===== src/core/paired_timer_regs.vh =====
// Register offsets, field positions, reset values and prescale counts for the paired timers.
`ifndef PAIRED_TIMER_REGS_VH
`define PAIRED_TIMER_REGS_VH

// Register word offsets: controls, counts and periods of both pairs, then interrupt flags, interrupt enables and power control.
`define CTRL_LOW_A_OFF    5'h00
`define CTRL_HIGH_A_OFF   5'h01
`define CTRL_LOW_B_OFF    5'h02
`define CTRL_HIGH_B_OFF   5'h03
`define COUNT_LOW_A_OFF   5'h04
`define COUNT_HIGH_A_OFF  5'h05
`define COUNT_LOW_B_OFF   5'h06
`define COUNT_HIGH_B_OFF  5'h07
`define PERIOD_LOW_A_OFF  5'h08
`define PERIOD_HIGH_A_OFF 5'h09
`define PERIOD_LOW_B_OFF  5'h0a
`define PERIOD_HIGH_B_OFF 5'h0b
`define IRQ_FLAG_OFF      5'h0c
`define IRQ_ENABLE_OFF    5'h0d
`define POWER_CTRL_OFF    5'h0e

// Control register field positions.
`define RUN_BIT           15
`define IDLE_HALT_BIT     13
`define GATE_BIT          6
`define PRESCALE_HI_BIT   5
`define PRESCALE_LO_BIT   4
`define CHAIN_BIT         3
`define CLK_SRC_BIT       1
`define CTRL_WRITE_MASK   16'ha07a

// Reset values.
`define CTRL_RESET        16'h0000
`define COUNT_RESET       16'h0000
`define PERIOD_RESET      16'hffff

// Prescaler terminal counts (divide ratio minus one).
`define PRESCALE_DIV1     8'h00
`define PRESCALE_DIV8     8'h07
`define PRESCALE_DIV64    8'h3f
`define PRESCALE_DIV256   8'hff

`endif


===== src/core/paired_timer.v =====
// Two chainable pairs of 16-bit timers with gating, prescaler and period match.
//
// Notes on behaviour
// - Each pair runs as one 32-bit timer or two 16-bit timers.
// - Chained pair offers 32-bit timer, 32-bit synchronous counter and 32-bit gated accumulation.
// - Each 16-bit timer can time or synchronously count external edges.
// - ADC trigger comes only from upper timer of second pair.
// - In 32-bit mode upper control ignored; lower control, clock, gate used.
// - In 32-bit mode the match raises the upper timer's interrupt flag.
// - Chain bit 3 of lower control selects 32-bit operation.
// - Upper period register is the high word of the 32-bit period.
// - In 32-bit mode interrupt when 32-bit count equals 32-bit period.
// - Upper count register holds high word, lower holds low word.
// - In 16-bit mode each timer compares against its own period.
// - Run bit 15 starts the timer when set, stops it when clear.
// - Idle-halt bit 13 stops the timer in Idle when set.
// - Gate bit 6 enables gated accumulation, ignored with external clock.
// - Prescale bits 5-4 divide by 256, 64, 8 or 1.
// - Clock-source bit 1 counts rising edges of the external clock pin.
// - Any control write while running resets the prescale counter.
// - Timers may keep running in Idle and Sleep when configured.
//
// Local design decisions: the plain strobed port and the register addresses.
`include "paired_timer_regs.vh"

module paired_timer (
   input  wire        core_clk,
   input  wire        rst_n,
   input  wire [4:0]  reg_addr,
   input  wire [15:0] reg_wdata,
   input  wire        reg_wr,
   input  wire        reg_rd,
   output reg  [15:0] reg_rdata,
   input  wire        idle_mode,
   input  wire        sleep_mode,
   input  wire [3:0]  ext_timer_clock_pin,
   input  wire [3:0]  gate_pin,
   output reg  [3:0]  timer_irq,
   output reg         adc_trigger
);

   // ---------------------------------------------------------------
   // Input synchronisers and edge detection
   // ---------------------------------------------------------------

   reg [3:0] clk_meta_q;
   reg [3:0] clk_sync_q;
   reg [3:0] clk_prev_q;
   reg [3:0] gate_meta_q;
   reg [3:0] gate_sync_q;
   reg [3:0] gate_prev_q;

   // Pins pass two flops; only the second stage feeds the edge detectors.
   // The previous-value flops reset low like an idle pin, so no false edge
   // is seen when reset is released.
   always @(posedge core_clk or negedge rst_n) begin
      if (!rst_n) begin
         clk_meta_q  <= 4'h0;
         clk_sync_q  <= 4'h0;
         clk_prev_q  <= 4'h0;
         gate_meta_q <= 4'h0;
         gate_sync_q <= 4'h0;
         gate_prev_q <= 4'h0;
      end else begin
         clk_meta_q  <= ext_timer_clock_pin;
         clk_sync_q  <= clk_meta_q;
         clk_prev_q  <= clk_sync_q;
         gate_meta_q <= gate_pin;
         gate_sync_q <= gate_meta_q;
         gate_prev_q <= gate_sync_q;
      end
   end

   // Rising clock edges and falling gate edges, each one cycle wide.
   wire [3:0] ext_rise  = clk_sync_q & ~clk_prev_q;
   wire [3:0] gate_fall = gate_prev_q & ~gate_sync_q;

   // ---------------------------------------------------------------
   // Registers
   // ---------------------------------------------------------------

   reg [15:0] ctrl_q   [0:3];
   reg [15:0] count_q  [0:3];
   reg [15:0] period_q [0:3];
   reg [7:0]  pre_q    [0:3];
   reg [3:0]  flag_q;
   reg [3:0]  irq_en_q;
   reg        sleep_run_q;

   // Index 0/2 are the lower timers, 1/3 the upper timers.
   // Upper control words are stored even while chained; they simply have no effect.
   wire chain_a = ctrl_q[0][`CHAIN_BIT];
   wire chain_b = ctrl_q[2][`CHAIN_BIT];
   wire [3:0] chained = {chain_b, chain_b, chain_a, chain_a};

   // Control word that governs each timer; upper follows lower when chained.
   wire [15:0] eff_ctrl [0:3];
   assign eff_ctrl[0] = ctrl_q[0];
   assign eff_ctrl[1] = chain_a ? ctrl_q[0] : ctrl_q[1];
   assign eff_ctrl[2] = ctrl_q[2];
   assign eff_ctrl[3] = chain_b ? ctrl_q[2] : ctrl_q[3];

   // ---------------------------------------------------------------
   // Pin routing per timer
   // ---------------------------------------------------------------

   // In 16-bit mode each timer listens to its own clock and gate pins.
   // A chained pair takes both halves from the lower timer's pins, so the
   // upper pins of that pair are ignored while the chain bit is set.
   wire [3:0] rise_sel;
   wire [3:0] fall_sel;
   wire [3:0] gate_sel;
   assign rise_sel[0] = ext_rise[0];
   assign rise_sel[1] = chain_a ? ext_rise[0] : ext_rise[1];
   assign rise_sel[2] = ext_rise[2];
   assign rise_sel[3] = chain_b ? ext_rise[2] : ext_rise[3];
   assign fall_sel[0] = gate_fall[0];
   assign fall_sel[1] = chain_a ? gate_fall[0] : gate_fall[1];
   assign fall_sel[2] = gate_fall[2];
   assign fall_sel[3] = chain_b ? gate_fall[2] : gate_fall[3];
   assign gate_sel[0] = gate_sync_q[0];
   assign gate_sel[1] = chain_a ? gate_sync_q[0] : gate_sync_q[1];
   assign gate_sel[2] = gate_sync_q[2];
   assign gate_sel[3] = chain_b ? gate_sync_q[2] : gate_sync_q[3];

   // ---------------------------------------------------------------
   // Count enables per timer
   // ---------------------------------------------------------------

   reg [3:0] tick;
   reg [3:0] pre_hit;
   reg [3:0] gate_ok;
   reg [3:0] gate_evt;
   reg [3:0] base_en;
   reg [7:0] term;
   reg       src_ext;
   reg       gated;
   reg       gate_lvl;
   integer   i;
   integer   j;

   // Pick source, gate and prescale for each timer from its governing control.
   // Every intermediate starts from a default so that no path leaves a latch.
   always @* begin
      tick     = 4'h0;
      pre_hit  = 4'h0;
      gate_ok  = 4'h0;
      gate_evt = 4'h0;
      base_en  = 4'h0;
      term     = `PRESCALE_DIV1;
      src_ext  = 1'b0;
      gated    = 1'b0;
      gate_lvl = 1'b0;
      for (j = 0; j < 4; j = j + 1) begin
         // Chained upper halves see the lower pins through the routing above.
         src_ext  = eff_ctrl[j][`CLK_SRC_BIT];
         gate_lvl = gate_sel[j];
         gated    = eff_ctrl[j][`GATE_BIT] & ~src_ext;
         case (eff_ctrl[j][`PRESCALE_HI_BIT:`PRESCALE_LO_BIT])
            2'b11:   term = `PRESCALE_DIV256;
            2'b10:   term = `PRESCALE_DIV64;
            2'b01:   term = `PRESCALE_DIV8;
            default: term = `PRESCALE_DIV1;
         endcase
         // Run bit, idle halt and sleep keep-alive decide whether it runs.
         // The core clock is gone in Sleep, so only an external source may
         // keep counting there, and only when software allowed it.
         base_en[j] = eff_ctrl[j][`RUN_BIT]
                      & ~(idle_mode & eff_ctrl[j][`IDLE_HALT_BIT])
                      & ~(sleep_mode & ~(sleep_run_q & src_ext));
         // External edges or core clock feed the prescaler.
         tick[j]     = base_en[j] & (src_ext ? rise_sel[j] : 1'b1);
         gate_ok[j]  = ~gated | gate_lvl;
         pre_hit[j]  = tick[j] & gate_ok[j] & (pre_q[j] == term);
         gate_evt[j] = base_en[j] & gated & fall_sel[j];
      end
   end

   // ---------------------------------------------------------------
   // Period comparison
   // ---------------------------------------------------------------

   // Both pairs always form their 32-bit words; the chain bit only decides
   // which compare result the counters and flags listen to.
   wire [31:0] cnt32_a = {count_q[1], count_q[0]};
   wire [31:0] cnt32_b = {count_q[3], count_q[2]};
   wire [31:0] per32_a = {period_q[1], period_q[0]};
   wire [31:0] per32_b = {period_q[3], period_q[2]};
   wire match32_a = (cnt32_a == per32_a);
   wire match32_b = (cnt32_b == per32_b);
   wire [3:0] match16;
   assign match16[0] = (count_q[0] == period_q[0]);
   assign match16[1] = (count_q[1] == period_q[1]);
   assign match16[2] = (count_q[2] == period_q[2]);
   assign match16[3] = (count_q[3] == period_q[3]);

   // Increment step and match event per timer; chained pairs step as one.
   // Sharing the lower step keeps the two halves from ever drifting apart.
   reg [3:0] period_evt;
   reg [3:0] step;
   always @* begin
      step = 4'h0;
      period_evt = 4'h0;
      if (chain_a) begin
         step[0] = pre_hit[0];
         step[1] = pre_hit[0];
         period_evt[1] = pre_hit[0] & match32_a;
      end else begin
         step[1:0] = pre_hit[1:0];
         period_evt[1:0] = pre_hit[1:0] & match16[1:0];
      end
      if (chain_b) begin
         step[2] = pre_hit[2];
         step[3] = pre_hit[2];
         period_evt[3] = pre_hit[2] & match32_b;
      end else begin
         step[3:2] = pre_hit[3:2];
         period_evt[3:2] = pre_hit[3:2] & match16[3:2];
      end
   end

   // Gate falling edges flag the timer that carries the interrupt.
   wire [3:0] gate_flag;
   assign gate_flag[0] = gate_evt[0] & ~chain_a;
   assign gate_flag[1] = chain_a ? gate_evt[0] : gate_evt[1];
   assign gate_flag[2] = gate_evt[2] & ~chain_b;
   assign gate_flag[3] = chain_b ? gate_evt[2] : gate_evt[3];
   // Hardware events that set a flag this cycle.
   wire [3:0] set_flag = period_evt | gate_flag;

   // ---------------------------------------------------------------
   // Counters, prescalers and register writes
   // ---------------------------------------------------------------

   // Write strobes decoded per register; a plain compare per offset keeps widths exact.
   wire [3:0] sel_ctrl;
   wire [3:0] sel_cnt;
   wire [3:0] sel_per;
   assign sel_ctrl[0] = reg_wr & (reg_addr == `CTRL_LOW_A_OFF);
   assign sel_ctrl[1] = reg_wr & (reg_addr == `CTRL_HIGH_A_OFF);
   assign sel_ctrl[2] = reg_wr & (reg_addr == `CTRL_LOW_B_OFF);
   assign sel_ctrl[3] = reg_wr & (reg_addr == `CTRL_HIGH_B_OFF);
   assign sel_cnt[0]  = reg_wr & (reg_addr == `COUNT_LOW_A_OFF);
   assign sel_cnt[1]  = reg_wr & (reg_addr == `COUNT_HIGH_A_OFF);
   assign sel_cnt[2]  = reg_wr & (reg_addr == `COUNT_LOW_B_OFF);
   assign sel_cnt[3]  = reg_wr & (reg_addr == `COUNT_HIGH_B_OFF);
   assign sel_per[0]  = reg_wr & (reg_addr == `PERIOD_LOW_A_OFF);
   assign sel_per[1]  = reg_wr & (reg_addr == `PERIOD_HIGH_A_OFF);
   assign sel_per[2]  = reg_wr & (reg_addr == `PERIOD_LOW_B_OFF);
   assign sel_per[3]  = reg_wr & (reg_addr == `PERIOD_HIGH_B_OFF);

   // Control, period, prescaler and count registers. A software write to a
   // count wins over the increment, so a reload is never lost.
   always @(posedge core_clk or negedge rst_n) begin
      if (!rst_n) begin
         for (i = 0; i < 4; i = i + 1) begin
            ctrl_q[i]   <= `CTRL_RESET;
            count_q[i]  <= `COUNT_RESET;
            period_q[i] <= `PERIOD_RESET;
            pre_q[i]    <= 8'h00;
         end
      end else begin
         for (i = 0; i < 4; i = i + 1) begin
            if (sel_ctrl[i]) begin
               ctrl_q[i] <= reg_wdata & `CTRL_WRITE_MASK;
            end
            if (sel_per[i]) begin
               period_q[i] <= reg_wdata;
            end
            // A control write while running restarts the prescaler.
            if (sel_ctrl[i] & ctrl_q[i][`RUN_BIT]) begin
               pre_q[i] <= 8'h00;
            end else if (pre_hit[i]) begin
               pre_q[i] <= 8'h00;
            end else if (tick[i] & gate_ok[i]) begin
               pre_q[i] <= pre_q[i] + 8'h01;
            end
         end
         // Software writes to a count win over the increment.
         for (i = 0; i < 4; i = i + 1) begin
            if (sel_cnt[i]) begin
               count_q[i] <= reg_wdata;
            end else if (step[i]) begin
               if (chained[i]) begin
                  if ((i < 2) ? match32_a : match32_b) begin
                     count_q[i] <= 16'h0000;
                  end else if ((i & 1) == 0) begin
                     count_q[i] <= count_q[i] + 16'h0001;
                  end else if (count_q[i & 2] == 16'hffff) begin
                     // Upper half steps only when the lower half rolls over.
                     count_q[i] <= count_q[i] + 16'h0001;
                  end
               end else if (match16[i]) begin
                  count_q[i] <= 16'h0000;
               end else begin
                  count_q[i] <= count_q[i] + 16'h0001;
               end
            end
         end
      end
   end

   // ---------------------------------------------------------------
   // Flags, enables, power control and outputs
   // ---------------------------------------------------------------

   // Writing zero to a flag bit clears it; writing one leaves it alone.
   wire flag_wr  = reg_wr & (reg_addr == `IRQ_FLAG_OFF);
   wire [3:0] clr_flag = flag_wr ? ~reg_wdata[3:0] : 4'h0;

   // Flags are cleared by writing zero; a new event in that cycle wins.
   // The interrupt output is taken from the next flag value so that it
   // rises on the same edge as the flag.
   always @(posedge core_clk or negedge rst_n) begin
      if (!rst_n) begin
         flag_q      <= 4'h0;
         irq_en_q    <= 4'h0;
         sleep_run_q <= 1'b0;
         timer_irq   <= 4'h0;
         adc_trigger <= 1'b0;
      end else begin
         flag_q <= (flag_q & ~clr_flag) | set_flag;
         if (reg_wr & (reg_addr == `IRQ_ENABLE_OFF)) begin
            irq_en_q <= reg_wdata[3:0];
         end
         if (reg_wr & (reg_addr == `POWER_CTRL_OFF)) begin
            sleep_run_q <= reg_wdata[0];
         end
         timer_irq   <= ((flag_q & ~clr_flag) | set_flag) & irq_en_q;
         adc_trigger <= period_evt[3];
      end
   end

   // Register read mux, data appears in the cycle after the strobe.
   reg [15:0] rd_mux;
   always @* begin
      case (reg_addr)
         `CTRL_LOW_A_OFF:    rd_mux = ctrl_q[0];
         `CTRL_HIGH_A_OFF:   rd_mux = ctrl_q[1];
         `CTRL_LOW_B_OFF:    rd_mux = ctrl_q[2];
         `CTRL_HIGH_B_OFF:   rd_mux = ctrl_q[3];
         `COUNT_LOW_A_OFF:   rd_mux = count_q[0];
         `COUNT_HIGH_A_OFF:  rd_mux = count_q[1];
         `COUNT_LOW_B_OFF:   rd_mux = count_q[2];
         `COUNT_HIGH_B_OFF:  rd_mux = count_q[3];
         `PERIOD_LOW_A_OFF:  rd_mux = period_q[0];
         `PERIOD_HIGH_A_OFF: rd_mux = period_q[1];
         `PERIOD_LOW_B_OFF:  rd_mux = period_q[2];
         `PERIOD_HIGH_B_OFF: rd_mux = period_q[3];
         `IRQ_FLAG_OFF:      rd_mux = {12'h000, flag_q};
         `IRQ_ENABLE_OFF:    rd_mux = {12'h000, irq_en_q};
         `POWER_CTRL_OFF:    rd_mux = {15'h0000, sleep_run_q};
         default:            rd_mux = 16'h0000;
      endcase
   end

   // Read data register; it holds a value only in the cycle after a read
   // strobe and returns to zero otherwise.
   always @(posedge core_clk or negedge rst_n) begin
      if (!rst_n) begin
         reg_rdata <= 16'h0000;
      end else if (reg_rd) begin
         reg_rdata <= rd_mux;
      end else begin
         reg_rdata <= 16'h0000;
      end
   end

endmodule


===== config.mk =====
export PLATFORM = sky130hd
export DESIGN_NAME = paired_timer
export DESIGN_NICKNAME = d
export VERILOG_FILES = /design/src/core/paired_timer.v
export VERILOG_INCLUDE_DIRS = /design/src /design/src/core
export SDC_FILE = /design/constraint.sdc
export NUM_CORES = 1
export LEC_CHECK = 0
export ABC_AREA = 1
export BUFFER_PORTS_ARGS = -buffer_cell sky130_fd_sc_hd__buf_2
export CAP_MARGIN = 20
export CORE_UTILIZATION = 45
export DETAILED_ROUTE_END_ITERATION = 8
export PLACE_DENSITY = 0.58
export SYNTH_ARGS = -nofsm -noshare
export SYNTH_HDL_FRONTEND = slang
export SYNTH_SLANG_ARGS = --single-unit

===== constraint.sdc =====
create_clock -name core_clk -period 1.8 [get_ports core_clk]
set_input_delay 0.18 -clock core_clk [delete_from_list [all_inputs] [get_ports core_clk]]
set_output_delay 0.18 -clock core_clk [all_outputs]
set_load 0.01 [all_outputs]

== Word level (Yosys, flattened, before mapping) ==
Index checks and enable logic that the tools add are counted.

* Flip-flop bits (word level): 242
* Input bits: 35
* Logic and storage cells: 253
* Output and inout bits: 21

* Bitwise gates (word level): 105
* Muxes and demuxes: 61
* Equality and inequality tests: 40
* Reduce and logical (&&, ||, !) cells: 11
* Add/sub/neg operators: 8

{| class="wikitable"
|+ Operators with widths
! operator !! count
|-
| 2-to-1 mux 16 bit || 25
|-
| case mux 16 bit (15 select lines) || 1
|-
| 2-to-1 mux 8 bit || 12
|-
| case mux 8 bit (3 select lines) || 4
|-
| bitwise AND 1 bit || 67
|-
| adder 16 x 1 -> 16 bit (second input constant) || 4
|-
| == test 16 bit || 4
|-
| == test 32 bit || 2
|-
| == test 5 x 4 -> 1 bit (second input constant) || 7
|-
| adder 8 x 1 -> 8 bit (second input constant) || 4
|-
| == test 16 bit (second input constant) || 2
|-
| == test 8 bit || 4
|-
| NOT 1 bit || 22
|-
| == test 5 x 3 -> 1 bit (second input constant) || 4
|-
| bitwise AND 4 bit || 4
|-
| == test 2 bit (second input constant) || 8
|-
| 2-to-1 mux 1 bit || 16
|-
| NOT 4 bit || 4
|-
| nonzero test 3 bit || 4
|-
| == test 5 x 2 -> 1 bit (second input constant) || 2
|-
| == test 2 x 1 -> 1 bit (second input constant) || 4
|-
| != test 4 x 1 -> 1 bit (second input constant) || 2
|-
| bitwise OR 4 bit || 2
|-
| nonzero test 2 bit || 4
|-
| other kinds (7) || 13
|}

== Depth between registers and ports, before layout ==
Gate-level depths: netlist of run 1.

* Word-level depth: 14
* Depth in mapped cells: 16
* Mapped depth without buffers: 14

== Least setup slack after synthesis of run 1 ==
No wires, ideal clock.

* Kind: reg-to-reg
* Start point: register ctrl_q (netlist bit chain_b)
* End point: register count_q (netlist bit cnt32_b[22])
* Setup slack: 114 ps
* Stages on the path, launching flop included: 14
* Path buffers: 3
* Setup time: 116 ps
* Data arrival time: 1570 ps
* Clock period less this slack: 1686 ps
* Data required time: 1684 ps
* Cells stage by stage: dfrtp_1 buf_6 inv_4 buf_6 nand3_1 nand2_1 nand2_2 nor2_4 nand3_2 nand3_2 nand2_4 buf_2 nand2_1 nand2_1

* Cells in the longest elaborated chain, start to end: 12
* Elaborated cells on any way between the ends: 31
* Classes of those cells: 5 x eq/ne; 9 x mux; 15 x bitwise; 2 x reduce/logical

{| class="wikitable"
|+ Ends and longest elaborated chain
! what !! line !! RTL
|-
| from (decl) || paired_timer.v:82 || <nowiki>reg [15:0] ctrl_q [0:3];</nowiki>
|-
| from (signal, indexed assignment) || paired_timer.v:257 || <nowiki>ctrl_q[i] <= `CTRL_RESET;</nowiki>
|-
| from (signal, indexed assignment) || paired_timer.v:265 || <nowiki>ctrl_q[i] <= reg_wdata & `CTRL_WRITE_MASK;</nowiki>
|-
| 2-to-1 mux 16 bit || paired_timer.v:101 || <nowiki>assign eff_ctrl[3] = chain_b ? ctrl_q[2] : ctrl_q[3];</nowiki>
|-
| bitwise AND 1 bit || paired_timer.v:170 || <nowiki>& ~(sleep_mode & ~(sleep_run_q & src_ext));</nowiki>
|-
| NOT 1 bit || paired_timer.v:170 ||
|-
| bitwise AND 1 bit || paired_timer.v:170 ||
|-
| NOT 1 bit || paired_timer.v:170 ||
|-
| bitwise AND 1 bit || paired_timer.v:168 || <nowiki>base_en[j] = eff_ctrl[j][`RUN_BIT]</nowiki>
|-
| bitwise AND 1 bit || paired_timer.v:172 || <nowiki>tick[j] = base_en[j] & (src_ext ? rise_sel[j] : 1'b1);</nowiki>
|-
| bitwise AND 1 bit (2 in a row) || paired_timer.v:174 || <nowiki>pre_hit[j] = tick[j] & gate_ok[j] & (pre_q[j] == term);</nowiki>
|-
| 2-to-1 mux 2 bit || paired_timer.v:212 || <nowiki>if (chain_b) begin</nowiki>
|-
| nonzero test 2 bit (no source line) || - ||
|-
| AND reduction 2 bit (no source line) || - ||
|-
| to (signal, indexed assignment) || paired_timer.v:258 || <nowiki>count_q[i] <= `COUNT_RESET;</nowiki>
|-
| to (signal, indexed assignment) || paired_timer.v:282 || <nowiki>count_q[i] <= reg_wdata;</nowiki>
|-
| to (signal, indexed assignment) || paired_timer.v:288 || <nowiki>count_q[i] <= count_q[i] + 16'h0001;</nowiki>
|-
| to (decl) || paired_timer.v:83 || <nowiki>reg [15:0] count_q [0:3];</nowiki>
|}

Several ways; a longest one is shown, not always the timed one. The select of a mux whose other input is x is not followed.
A chain may end at the register's enable or synchronous reset.

== Worst setup path after layout of run 1 ==
* Start point: register period_q (netlist bit per32_b[26])
* End point: register count_q (netlist bit cnt32_b[23])

* Cells in the longest elaborated chain, start to end: 5
* Elaborated cells on any way between the ends: 9
* Classes of those cells: 3 x eq/ne; 5 x mux; 1 x reduce/logical

{| class="wikitable"
|+ Ends and longest elaborated chain
! what !! line !! RTL
|-
| from (decl) || paired_timer.v:84 || <nowiki>reg [15:0] period_q [0:3];</nowiki>
|-
| from (signal, indexed assignment) || paired_timer.v:259 || <nowiki>period_q[i] <= `PERIOD_RESET;</nowiki>
|-
| from (signal, indexed assignment) || paired_timer.v:268 || <nowiki>period_q[i] <= reg_wdata;</nowiki>
|-
| == test 32 bit or == test 16 bit (tied branches) || paired_timer.v:190, paired_timer.v:195 ||
|-
| 2-to-1 mux 16 bit (on tied branches) || paired_timer.v:285, paired_timer.v:293 ||
|-
| 2-to-1 mux 16 bit || paired_timer.v:284 || <nowiki>if (chained[i]) begin</nowiki>
|-
| 2-to-1 mux 16 bit || paired_timer.v:283 || <nowiki>end else if (step[i]) begin</nowiki>
|-
| 2-to-1 mux 16 bit || paired_timer.v:281 || <nowiki>if (sel_cnt[i]) begin</nowiki>
|-
| to (signal, indexed assignment) || paired_timer.v:282 ||
|-
| to (signal, indexed assignment) || paired_timer.v:288 ||
|-
| to (signal, indexed assignment) || paired_timer.v:291 || <nowiki>count_q[i] <= count_q[i] + 16'h0001;</nowiki>
|}

Several ways; a longest one is shown, not always the timed one. The select of a mux whose other input is x is not followed.

==> flow_results.xml, run 1 <==
<?xml version="1.0" encoding="UTF-8"?>
<metrics>
  <group name="timing">
    <metric name="layout_worst_path_cycle_share" unit="%">108.3</metric>
    <metric name="tightest_slew" unit="ps">742.3</metric>
    <metric name="setup_viol_count_final" unit="">70</metric>
    <metric name="unrepaired_setup_endpoints_after_global_routing" unit="">yes</metric>
    <metric name="final_worst_path_setup_slack" unit="ps">-148.6</metric>
    <metric name="timing.clock.skew" unit="ps">13.88</metric>
    <metric name="final_hold_viol_count" unit="">0</metric>
    <metric name="slew-limit-headroom" unit="%">50.46</metric>
    <metric name="final-max-slew-violation-count" unit="">0</metric>
    <metric name="final.min_clock_period" unit="ps">1949</metric>
    <metric name="final.setup.tns" unit="ps">-6102</metric>
    <metric name="max_clock_freq" unit="GHz">0.5132</metric>
  </group>
  <group name="global_route">
    <metric name="pin_count_of_the_biggest_net_entering_global_routing" unit="">49</metric>
    <metric name="antenna_found_initial" unit="">1</metric>
    <metric name="globalRouteTotalUtil" unit="%">35.08</metric>
    <metric name="grt_first_pass_wirelength" unit="µm">89230</metric>
    <metric name="global_route.usage.met3" unit="%">6.599</metric>
    <metric name="grtUsageMet2" unit="%">54.78</metric>
    <metric name="grt_pass1_vias" unit="">15518</metric>
    <metric name="grt_remaining_overflow" unit="">0</metric>
    <metric name="gr-max-usage-layer" unit="">met2</metric>
    <metric name="grt_util_met1" unit="%">46.66</metric>
  </group>
  <group name="worst_setup_path">
    <metric name="cp_data_arrival_time" unit="ps">2440</metric>
    <metric name="r2r_slack" unit="ps">-150</metric>
    <metric name="crit-reg2reg-launch" unit="">per32_b[26]</metric>
    <metric name="startpoint_type" unit="">flop</metric>
    <metric name="worstPathRequired" unit="ps">2300</metric>
    <metric name="critical-path-slowest-cell" unit="">sky130_fd_sc_hd__dfstp_2</metric>
    <metric name="crit_path_end_kind" unit="">flop</metric>
    <metric name="critPathTopFamily" unit="">simple AND/OR/NAND/NOR gates</metric>
    <metric name="rr_endpoint" unit="">cnt32_b[23]</metric>
    <metric name="crit_type" unit="">reg2reg</metric>
    <metric name="cpMostUsedCell" unit="">sky130_fd_sc_hd__nand2_1</metric>
    <metric name="worst_r2r_path_depth" unit="">14</metric>
    <metric name="worst_path_largest_cell_delay" unit="ps">560</metric>
    <metric name="buffers_and_inverters_on_the_worst_path" unit="">3</metric>
    <metric name="timing.critical_path.cells" unit="">inv_1 &gt; nand2_1 &gt; nand2_2 &gt; inv_2 &gt; nand2_1 &gt; nor2_1 &gt; nand2_1 &gt; nor2_4 &gt; nand2_8 &gt; nand3_4 &gt; nand2_8 &gt; inv_12 &gt; nand2_2 &gt; nand2_1</metric>
    <metric name="timing.critical_path.fanout_max" unit="">8</metric>
  </group>
  <group name="power">
    <metric name="power.switching_fraction" unit="%">36.31</metric>
    <metric name="p_clk_share" unit="%">29.6</metric>
    <metric name="leakage" unit="nW">10.53</metric>
    <metric name="irDropWorstVdd" unit="V">0.0008206</metric>
    <metric name="power.share.sequential" unit="%">32.5</metric>
    <metric name="p_switching" unit="W">0.008949</metric>
    <metric name="power.density" unit="nW/µm²">1175</metric>
    <metric name="cell_internal_pwr" unit="W">0.01570</metric>
    <metric name="power.combinational.fraction" unit="%">37.9</metric>
  </group>
  <group name="placed_design">
    <metric name="globalplace.congestion" unit="">1.016</metric>
    <metric name="port-buffer-count" unit="">55</metric>
    <metric name="post_placement_worst_setup_slack" unit="ps">-267.8</metric>
    <metric name="detailed_place_hpwl" unit="µm">44120</metric>
  </group>
  <group name="logic_synthesis">
    <metric name="yosys_most_used_dff" unit="">sky130_fd_sc_hd__dfrtp_1</metric>
    <metric name="synth_cells" unit="">2149</metric>
    <metric name="synth_top_cell_by_area" unit="">sky130_fd_sc_hd__dfrtp_1</metric>
    <metric name="syn_avg_cell_area" unit="µm²">6.973</metric>
    <metric name="ys_top_cells_by_area" unit="">sky130_fd_sc_hd__dfrtp_1 30%, sky130_fd_sc_hd__nand2_1 20%, sky130_fd_sc_hd__dfstp_2 11%</metric>
    <metric name="fraction_of_synthesized_cell_area_taken_by_the_top_area_cell_type" unit="%">29.72</metric>
    <metric name="synthesis.nets" unit="">2192</metric>
    <metric name="synth.yosys.warnings" unit="">0</metric>
    <metric name="yosysSeqAreaShare" unit="%">40.95</metric>
    <metric name="seq_cells_post_synth" unit="">242</metric>
    <metric name="ys_types" unit="">53</metric>
    <metric name="number_of_enable_type_register_cells_in_the_synthesized_netlist" unit="">0</metric>
    <metric name="fraction_of_synthesis_flops_using_an_asynchronous_set_or_reset_pin" unit="%">100.0</metric>
    <metric name="area_of_the_mapped_netlist" unit="µm²">14990</metric>
  </group>
  <group name="floorplanning">
    <metric name="design.portCount" unit="">56</metric>
    <metric name="rows" unit="">66</metric>
    <metric name="initial_utilization" unit="%">45.94</metric>
    <metric name="floorplan.die_area" unit="µm²">34030</metric>
    <metric name="die_w" unit="µm">184.5</metric>
    <metric name="core_area" unit="µm²">32620</metric>
    <metric name="die_y" unit="µm">184.5</metric>
  </group>
  <group name="outcome">
    <metric name="run_status" unit="">complete, but fails checks</metric>
    <metric name="violations" unit="">negative setup slack</metric>
  </group>
  <group name="detailed_routing">
    <metric name="routed_via_density" unit="">5.338</metric>
    <metric name="first_pass_iters" unit="">6</metric>
    <metric name="route.detailed.wl_per_inst" unit="µm">19.76</metric>
    <metric name="drt_first_iter_violations" unit="">1634</metric>
    <metric name="postRouteAntennaNets" unit="">0</metric>
    <metric name="detail_route.drc_violations" unit="">0</metric>
    <metric name="routed_wirelength" unit="µm">60150</metric>
    <metric name="detailroute.via_count" unit="">16249</metric>
  </group>
  <group name="final_layout">
    <metric name="final_nets" unit="">2621</metric>
    <metric name="layout_commonest_cell" unit="">sky130_fd_sc_hd__nand2_1</metric>
    <metric name="final_cell_mix" unit="">695 x sky130_fd_sc_hd__nand2_1, 357 x sky130_fd_sc_hd__buf_4, 232 x sky130_fd_sc_hd__inv_1</metric>
    <metric name="multi_input_area" unit="µm²">8364</metric>
    <metric name="final_layout_size_suffix_gt1_share" unit="%">32.26</metric>
    <metric name="layout.area.seq" unit="µm²">6151</metric>
    <metric name="n_fill_cell" unit="">2917</metric>
    <metric name="area_growth" unit="%">39.93</metric>
  </group>
  <group name="worst_hold_path">
    <metric name="min_path_cells" unit="">5</metric>
    <metric name="timing.hold.worst.start" unit="">reg_wdata[12]</metric>
    <metric name="hold_path_class" unit="">in2reg</metric>
    <metric name="timing.hold.worst_endpoint" unit="">cnt32_a[28]</metric>
  </group>
  <group name="job">
    <metric name="maxCapViolations" unit="">0</metric>
  </group>
  <group name="clocking">
    <metric name="max-clock-path-buffers" unit="">3</metric>
    <metric name="worst_setup_hold_path_clk_slew" unit="ps">60</metric>
    <metric name="cts_buffers" unit="">31</metric>
    <metric name="cts_tree" unit="">built</metric>
    <metric name="clock_tree.htree_level_count" unit="">1</metric>
    <metric name="clock_tree.root_cell" unit="">sky130_fd_sc_hd__clkbuf_16</metric>
    <metric name="clock_sink_count" unit="">242</metric>
    <metric name="clk_latency" unit="ps">570</metric>
  </group>
</metrics>
-- cell usage after synthesis (6+ instances only) --
master / n
sky130_fd_sc_hd__nand2_1: 779
sky130_fd_sc_hd__inv_1: 252
sky130_fd_sc_hd__dfrtp_1: 178
sky130_fd_sc_hd__nor2_1: 163
sky130_fd_sc_hd__o21ai_0: 152
sky130_fd_sc_hd__nand3_1: 111
sky130_fd_sc_hd__dfstp_2: 64
sky130_fd_sc_hd__nand4_1: 53
sky130_fd_sc_hd__xor2_1: 50
sky130_fd_sc_hd__o22ai_1: 48
sky130_fd_sc_hd__a21oi_1: 39
sky130_fd_sc_hd__nor3_1: 31
sky130_fd_sc_hd__xnor2_1: 30
sky130_fd_sc_hd__clkbuf_1: 29
sky130_fd_sc_hd__buf_2: 23
sky130_fd_sc_hd__inv_2: 13
sky130_fd_sc_hd__nor2_2: 12
sky130_fd_sc_hd__a211oi_1: 9
sky130_fd_sc_hd__buf_6: 9
sky130_fd_sc_hd__nand2_2: 9
sky130_fd_sc_hd__ha_1: 8
sky130_fd_sc_hd__nor2_4: 8
sky130_fd_sc_hd__o21ai_1: 6
-- power groups by stage --
stage          combinational, W  clock, W  sequential, W
5_1_grt                  0.0102   0.00764        0.00814
4_1_cts                 0.00845   0.00738        0.00794
6_report                0.00934   0.00730        0.00801
3_3_place_gp            0.00800         0        0.00797
2_1_floorplan           0.00454         0        0.00769
3_5_place_dp            0.00813         0        0.00799
-- routing by layer --
metal / vias up / wire, µm
met5: - / 14
met4: 2 / 3000
met3: 133 / 4848
met2: 670 / 26970
met1: 7732 / 25320
li1: 7712 / -
-- cell families (layout without fill, tap and decap cells) --
kind of cell,after synthesis,after routing,synth area share [%]
muxes,1,1,0.06680
other,0,1,0
and+or+nand+nor,1191,1194,33.47
buffers and inverters,339,788,9.310
xor gates and xnor gates,80,80,4.676
adders and majority gates,8,8,0.6680
DFF,242,242,40.95
AOI/OAI and AO/OA,288,288,10.86
-- how the worst max path moves through the flow --
stage	start	endpoint	slack, ps	cells past startpoint
floorplan	chain_b	cnt32_b[22]	110	13
global placement	cnt32_b[11]	cnt32_b[28]	-280	12
detailed placement	cnt32_b[11]	cnt32_b[28]	-270	12
CTS	per32_b[8]	cnt32_b[23]	-110	13
global route	per32_a[31]	cnt32_a[25]	-230	14
finish	per32_b[26]	cnt32_b[23]	-150	14
-- stage by stage --
step                cells  hold WS [ps]  power, W  utilization, %  instance area [µm²]
finish               3044         15.71   0.02464           64.28                20970
global route         3043         18.20   0.02600           64.28                20970
CTS                  3022         1.563   0.02377           61.49                20060
detailed placement   2937         121.6   0.01612           56.01                18270
global placement     2937         122.4   0.01598           56.01                18270
floorplan            2149        -115.6   0.01223               -                14990
-- cell type report --
class                      count  area share, %
clock buffer                  36          3.932
sequential                   242          29.33
antenna                        1        0.01193
timing repair buffer         461          17.34
timing repair inverter         2         0.1134
multi-input combinational   1571          39.89
tap                          442          2.637
clock inverter                20          1.766
inverter                     269          4.976
-- worst min-delay path, delay by kind of cell --
kind          cells  cell delay, ps
buf+inv           1             160
simple gates      4             220
-- flip-flops by register name, indices dropped and copies added (netlist names), 16 cells and up --
signal / flops
per32_a: 32
reg_rdata: 16
cnt32_a: 32
per32_b: 32
pre_q: 32
cnt32_b: 32
ctrl_q: 26
-- timing repair --
item	4_1_cts	5_1_grt
setup buffers	11	18
endpoints found under the setup margin	89	102
hold endpoints to repair	210	0
resized for setup	99	215
pin swaps	23	67
cloned	4	4
hold buffers	14	0
Power figures use the tool's default switching activity.
==> inputs of run 2 (changes only) <==
Settings changed: ABC_AREA 1 to not set.
==> flow_results.xml, run 2 <==
<?xml version="1.0" encoding="UTF-8"?>
<metrics>
  <group name="global_route">
    <metric name="grt_remaining_overflow" unit="">0</metric>
    <metric name="pin_count_of_the_biggest_net_entering_global_routing" unit="">80</metric>
    <metric name="grt_pass1_vias" unit="">12718</metric>
    <metric name="grt_first_pass_wirelength" unit="µm">74470</metric>
    <metric name="antenna_found_initial" unit="">1</metric>
    <metric name="globalRouteTotalUtil" unit="%">32.25</metric>
  </group>
  <group name="final_layout">
    <metric name="layout_commonest_cell" unit="">sky130_fd_sc_hd__buf_4</metric>
    <metric name="final_cell_mix" unit="">405 x sky130_fd_sc_hd__buf_4, 173 x sky130_fd_sc_hd__dfrtp_1, 95 x sky130_fd_sc_hd__mux2_2</metric>
    <metric name="layout.area.seq" unit="µm²">6142</metric>
    <metric name="n_fill_cell" unit="">2122</metric>
    <metric name="diodes" unit="">0</metric>
    <metric name="area_growth" unit="%">51.60</metric>
    <metric name="multi_input_area" unit="µm²">7971</metric>
    <metric name="final_layout_size_suffix_gt1_share" unit="%">53.24</metric>
    <metric name="final_nets" unit="">1782</metric>
    <metric name="finish.instance_area" unit="µm²">19960</metric>
  </group>
  <group name="timing">
    <metric name="final_hold_viol_count" unit="">0</metric>
    <metric name="slew-limit-headroom" unit="%">64.53</metric>
    <metric name="layout_worst_path_cycle_share" unit="%">142.9</metric>
    <metric name="final.setup.tns" unit="ps">-52640</metric>
    <metric name="timing.clock.skew" unit="ps">14.42</metric>
    <metric name="setup_viol_count_final" unit="">104</metric>
    <metric name="final.min_clock_period" unit="ps">2572</metric>
    <metric name="max_clock_freq" unit="GHz">0.3888</metric>
    <metric name="final_worst_path_setup_slack" unit="ps">-772.0</metric>
    <metric name="final-max-slew-violation-count" unit="">0</metric>
    <metric name="unrepaired_setup_endpoints_after_global_routing" unit="">yes</metric>
    <metric name="tightest_slew" unit="ps">532.1</metric>
  </group>
  <group name="power">
    <metric name="irDropWorstVdd" unit="V">0.0007876</metric>
    <metric name="post-layout-total-power" unit="W">0.02100</metric>
    <metric name="leakage" unit="nW">8.794</metric>
    <metric name="power.density" unit="nW/µm²">1052</metric>
  </group>
  <group name="floorplanning">
    <metric name="floorplan.die_area" unit="µm²">29950</metric>
    <metric name="design.portCount" unit="">56</metric>
    <metric name="die_y" unit="µm">173.1</metric>
    <metric name="die_w" unit="µm">173.1</metric>
    <metric name="initial_utilization" unit="%">45.75</metric>
    <metric name="core_area" unit="µm²">28780</metric>
    <metric name="rows" unit="">62</metric>
  </group>
  <group name="worst_hold_path">
    <metric name="hold_path_class" unit="">in2reg</metric>
  </group>
  <group name="placed_design">
    <metric name="detailed_place_hpwl" unit="µm">34870</metric>
    <metric name="placement.cell_area" unit="µm²">17360</metric>
    <metric name="globalplace.congestion" unit="">0.9251</metric>
    <metric name="port-buffer-count" unit="">55</metric>
    <metric name="post_placement_worst_setup_slack" unit="ps">-774.1</metric>
  </group>
  <group name="clocking">
    <metric name="worst_setup_hold_path_clk_slew" unit="ps">60</metric>
    <metric name="cts_buffers" unit="">29</metric>
    <metric name="clock_tree.root_cell" unit="">sky130_fd_sc_hd__clkbuf_16</metric>
    <metric name="max-clock-path-buffers" unit="">3</metric>
    <metric name="clk_latency" unit="ps">560</metric>
    <metric name="clock_tree.htree_level_count" unit="">1</metric>
    <metric name="clock_sink_count" unit="">242</metric>
    <metric name="cts_tree" unit="">built</metric>
  </group>
  <group name="worst_setup_path">
    <metric name="timing.critical_path.fanout_max" unit="">4</metric>
    <metric name="crit_type" unit="">reg2reg</metric>
    <metric name="startpoint_type" unit="">flop</metric>
    <metric name="cp_data_arrival_time" unit="ps">3070</metric>
    <metric name="crit_path_end_kind" unit="">flop</metric>
    <metric name="worstPathRequired" unit="ps">2300</metric>
    <metric name="r2r_slack" unit="ps">-770</metric>
  </group>
  <group name="logic_synthesis">
    <metric name="ys_top_cells_by_area" unit="">sky130_fd_sc_hd__dfrtp_1 34%, sky130_fd_sc_hd__dfstp_2 13%, sky130_fd_sc_hd__mux2_2 8.5%</metric>
    <metric name="yosys_most_used_dff" unit="">sky130_fd_sc_hd__dfrtp_1</metric>
    <metric name="yosysSeqAreaShare" unit="%">46.60</metric>
    <metric name="post_synth_most_frequent_cells" unit="">178 x sky130_fd_sc_hd__dfrtp_1, 99 x sky130_fd_sc_hd__mux2_2, 95 x sky130_fd_sc_hd__nand2_1</metric>
    <metric name="synth.yosys.warnings" unit="">0</metric>
    <metric name="fraction_of_synthesized_cell_area_taken_by_the_top_area_cell_type" unit="%">33.83</metric>
    <metric name="synth.most_common_cell" unit="">sky130_fd_sc_hd__dfrtp_1</metric>
    <metric name="area_of_the_mapped_netlist" unit="µm²">13170</metric>
    <metric name="ys_types" unit="">83</metric>
    <metric name="seq_cells_post_synth" unit="">242</metric>
    <metric name="fraction_of_synthesis_flops_using_an_asynchronous_set_or_reset_pin" unit="%">100.0</metric>
    <metric name="syn_avg_cell_area" unit="µm²">10.56</metric>
    <metric name="synth_top_cell_by_area" unit="">sky130_fd_sc_hd__dfrtp_1</metric>
    <metric name="synthesis.nets" unit="">1290</metric>
    <metric name="synth_cells" unit="">1247</metric>
    <metric name="number_of_enable_type_register_cells_in_the_synthesized_netlist" unit="">0</metric>
  </group>
  <group name="outcome">
    <metric name="violations" unit="">negative setup slack</metric>
    <metric name="run_status" unit="">complete, but fails checks</metric>
  </group>
  <group name="detailed_routing">
    <metric name="drt_first_iter_violations" unit="">1106</metric>
    <metric name="route.detailed.wl_per_inst" unit="µm">22.97</metric>
    <metric name="routed_via_density" unit="">6.006</metric>
    <metric name="routed_wirelength" unit="µm">49240</metric>
    <metric name="drt-met1-wl" unit="µm">21210</metric>
    <metric name="top_signal_layer_used" unit="">met4</metric>
    <metric name="wl_met3" unit="µm">3175</metric>
    <metric name="postRouteAntennaNets" unit="">0</metric>
    <metric name="detailroute.via_count" unit="">12876</metric>
    <metric name="detailroute.wirelength.met2" unit="µm">22580</metric>
    <metric name="first_pass_iters" unit="">8</metric>
    <metric name="detail_route.drc_violations" unit="">0</metric>
  </group>
  <group name="job">
    <metric name="maxCapViolations" unit="">0</metric>
  </group>
</metrics>
==> run 2: changes by cell type after synthesis, moves of 29 or more <==
cell,change
sky130_fd_sc_hd__nand2_1,-684
sky130_fd_sc_hd__nor2_1,-101
sky130_fd_sc_hd__a22oi_1,+56
sky130_fd_sc_hd__o21ai_0,-100
sky130_fd_sc_hd__nand3_1,-68
sky130_fd_sc_hd__inv_1,-233
sky130_fd_sc_hd__mux2_2,+99
sky130_fd_sc_hd__and3_1,+35
sky130_fd_sc_hd__xor2_1,+37
sky130_fd_sc_hd__o22ai_1,-41
sky130_fd_sc_hd__clkbuf_1,+29
==> run 2: cell type report <==
class	count	share of cell area (%)
flip-flops and latches	242	30.77
inverters	20	0.3761
well taps	384	2.407
multi-input cells	913	39.94
clock inverters	11	0.7083
repair buffers	533	21.69
clock buffers	41	4.112
==> run 2: repair_timing <==
item	CTS	global route
hold endpoints to repair	198	0
pin swaps	62	81
hold buffers	11	0
setup buffers	26	29
gates resized for setup	113	134
cloned	3	2
setup endpoints to repair	104	106
==> run 2: kinds of logic after synthesis <==
group	Yosys count	share of synthesized area [%]
compound gates	320	18.79
xor+xnor	89	5.920
fa+ha+maj	8	0.7603
buf+inv	94	3.317
flops	242	46.60
mux	110	9.303
simple gates	384	15.31
==> run 2: worst paths after layout <==
| check | to | startpoint | cells past startpoint |
|---|---|---|---|
| setup / recovery | timer_irq[3] | per32_b[5] | 10 |
| hold / removal | cnt32_b[9] | reg_wdata[9] | 3 |
| setup reg to reg | timer_irq[3] | per32_b[5] | 10 |
| hold reg to reg | gate_sync_q[0] | gate_meta_q[0] | 0 |
| max in group asynchronous | per32_a[4] | rst_n | 3 |
| min in group asynchronous | cnt32_b[25] | rst_n | 2 |
==> run 2: where the power goes <==
group / switching (W) / leakage [nW] / internal [W]
Combinational: 0.00368 / 5.42 / 0.00380
Clock: 0.00241 / 0.465 / 0.00359
Sequential: 0.000866 / 2.91 / 0.00665
==> run 2: metrics by stage <==
step | instances | hold slack, ps | util [%]
6_report | 2144 | 20.07 | 69.35
5_1_grt | 2144 | 18.71 | 69.35
4_1_cts | 2122 | 8.115 | 66.42
3_5_place_dp | 2034 | 50.77 | 60.33
3_3_place_gp | 2034 | 46.53 | 60.33
2_1_floorplan | 1247 | -115.6 | -
==> run 2: worst max-delay path, cell delays in order (launching register included) <==
cell	delay [ps]
sky130_fd_sc_hd__dfstp_2	570
sky130_fd_sc_hd__xor2_2	90
sky130_fd_sc_hd__nor4_2	290
sky130_fd_sc_hd__buf_4	160
sky130_fd_sc_hd__nand4_1	150
sky130_fd_sc_hd__buf_6	190
sky130_fd_sc_hd__or4b_4	510
sky130_fd_sc_hd__a21oi_2	150
sky130_fd_sc_hd__buf_4	140
sky130_fd_sc_hd__nand3b_1	120
sky130_fd_sc_hd__and2_1	130
==> run 2: per-layer routing <==
metal	up-vias	global-route usage, %
met2	550	51.34
met5	-	0
met1	6464	43.78
met4	0	13.46
met3	127	5.167
li1	5735	-
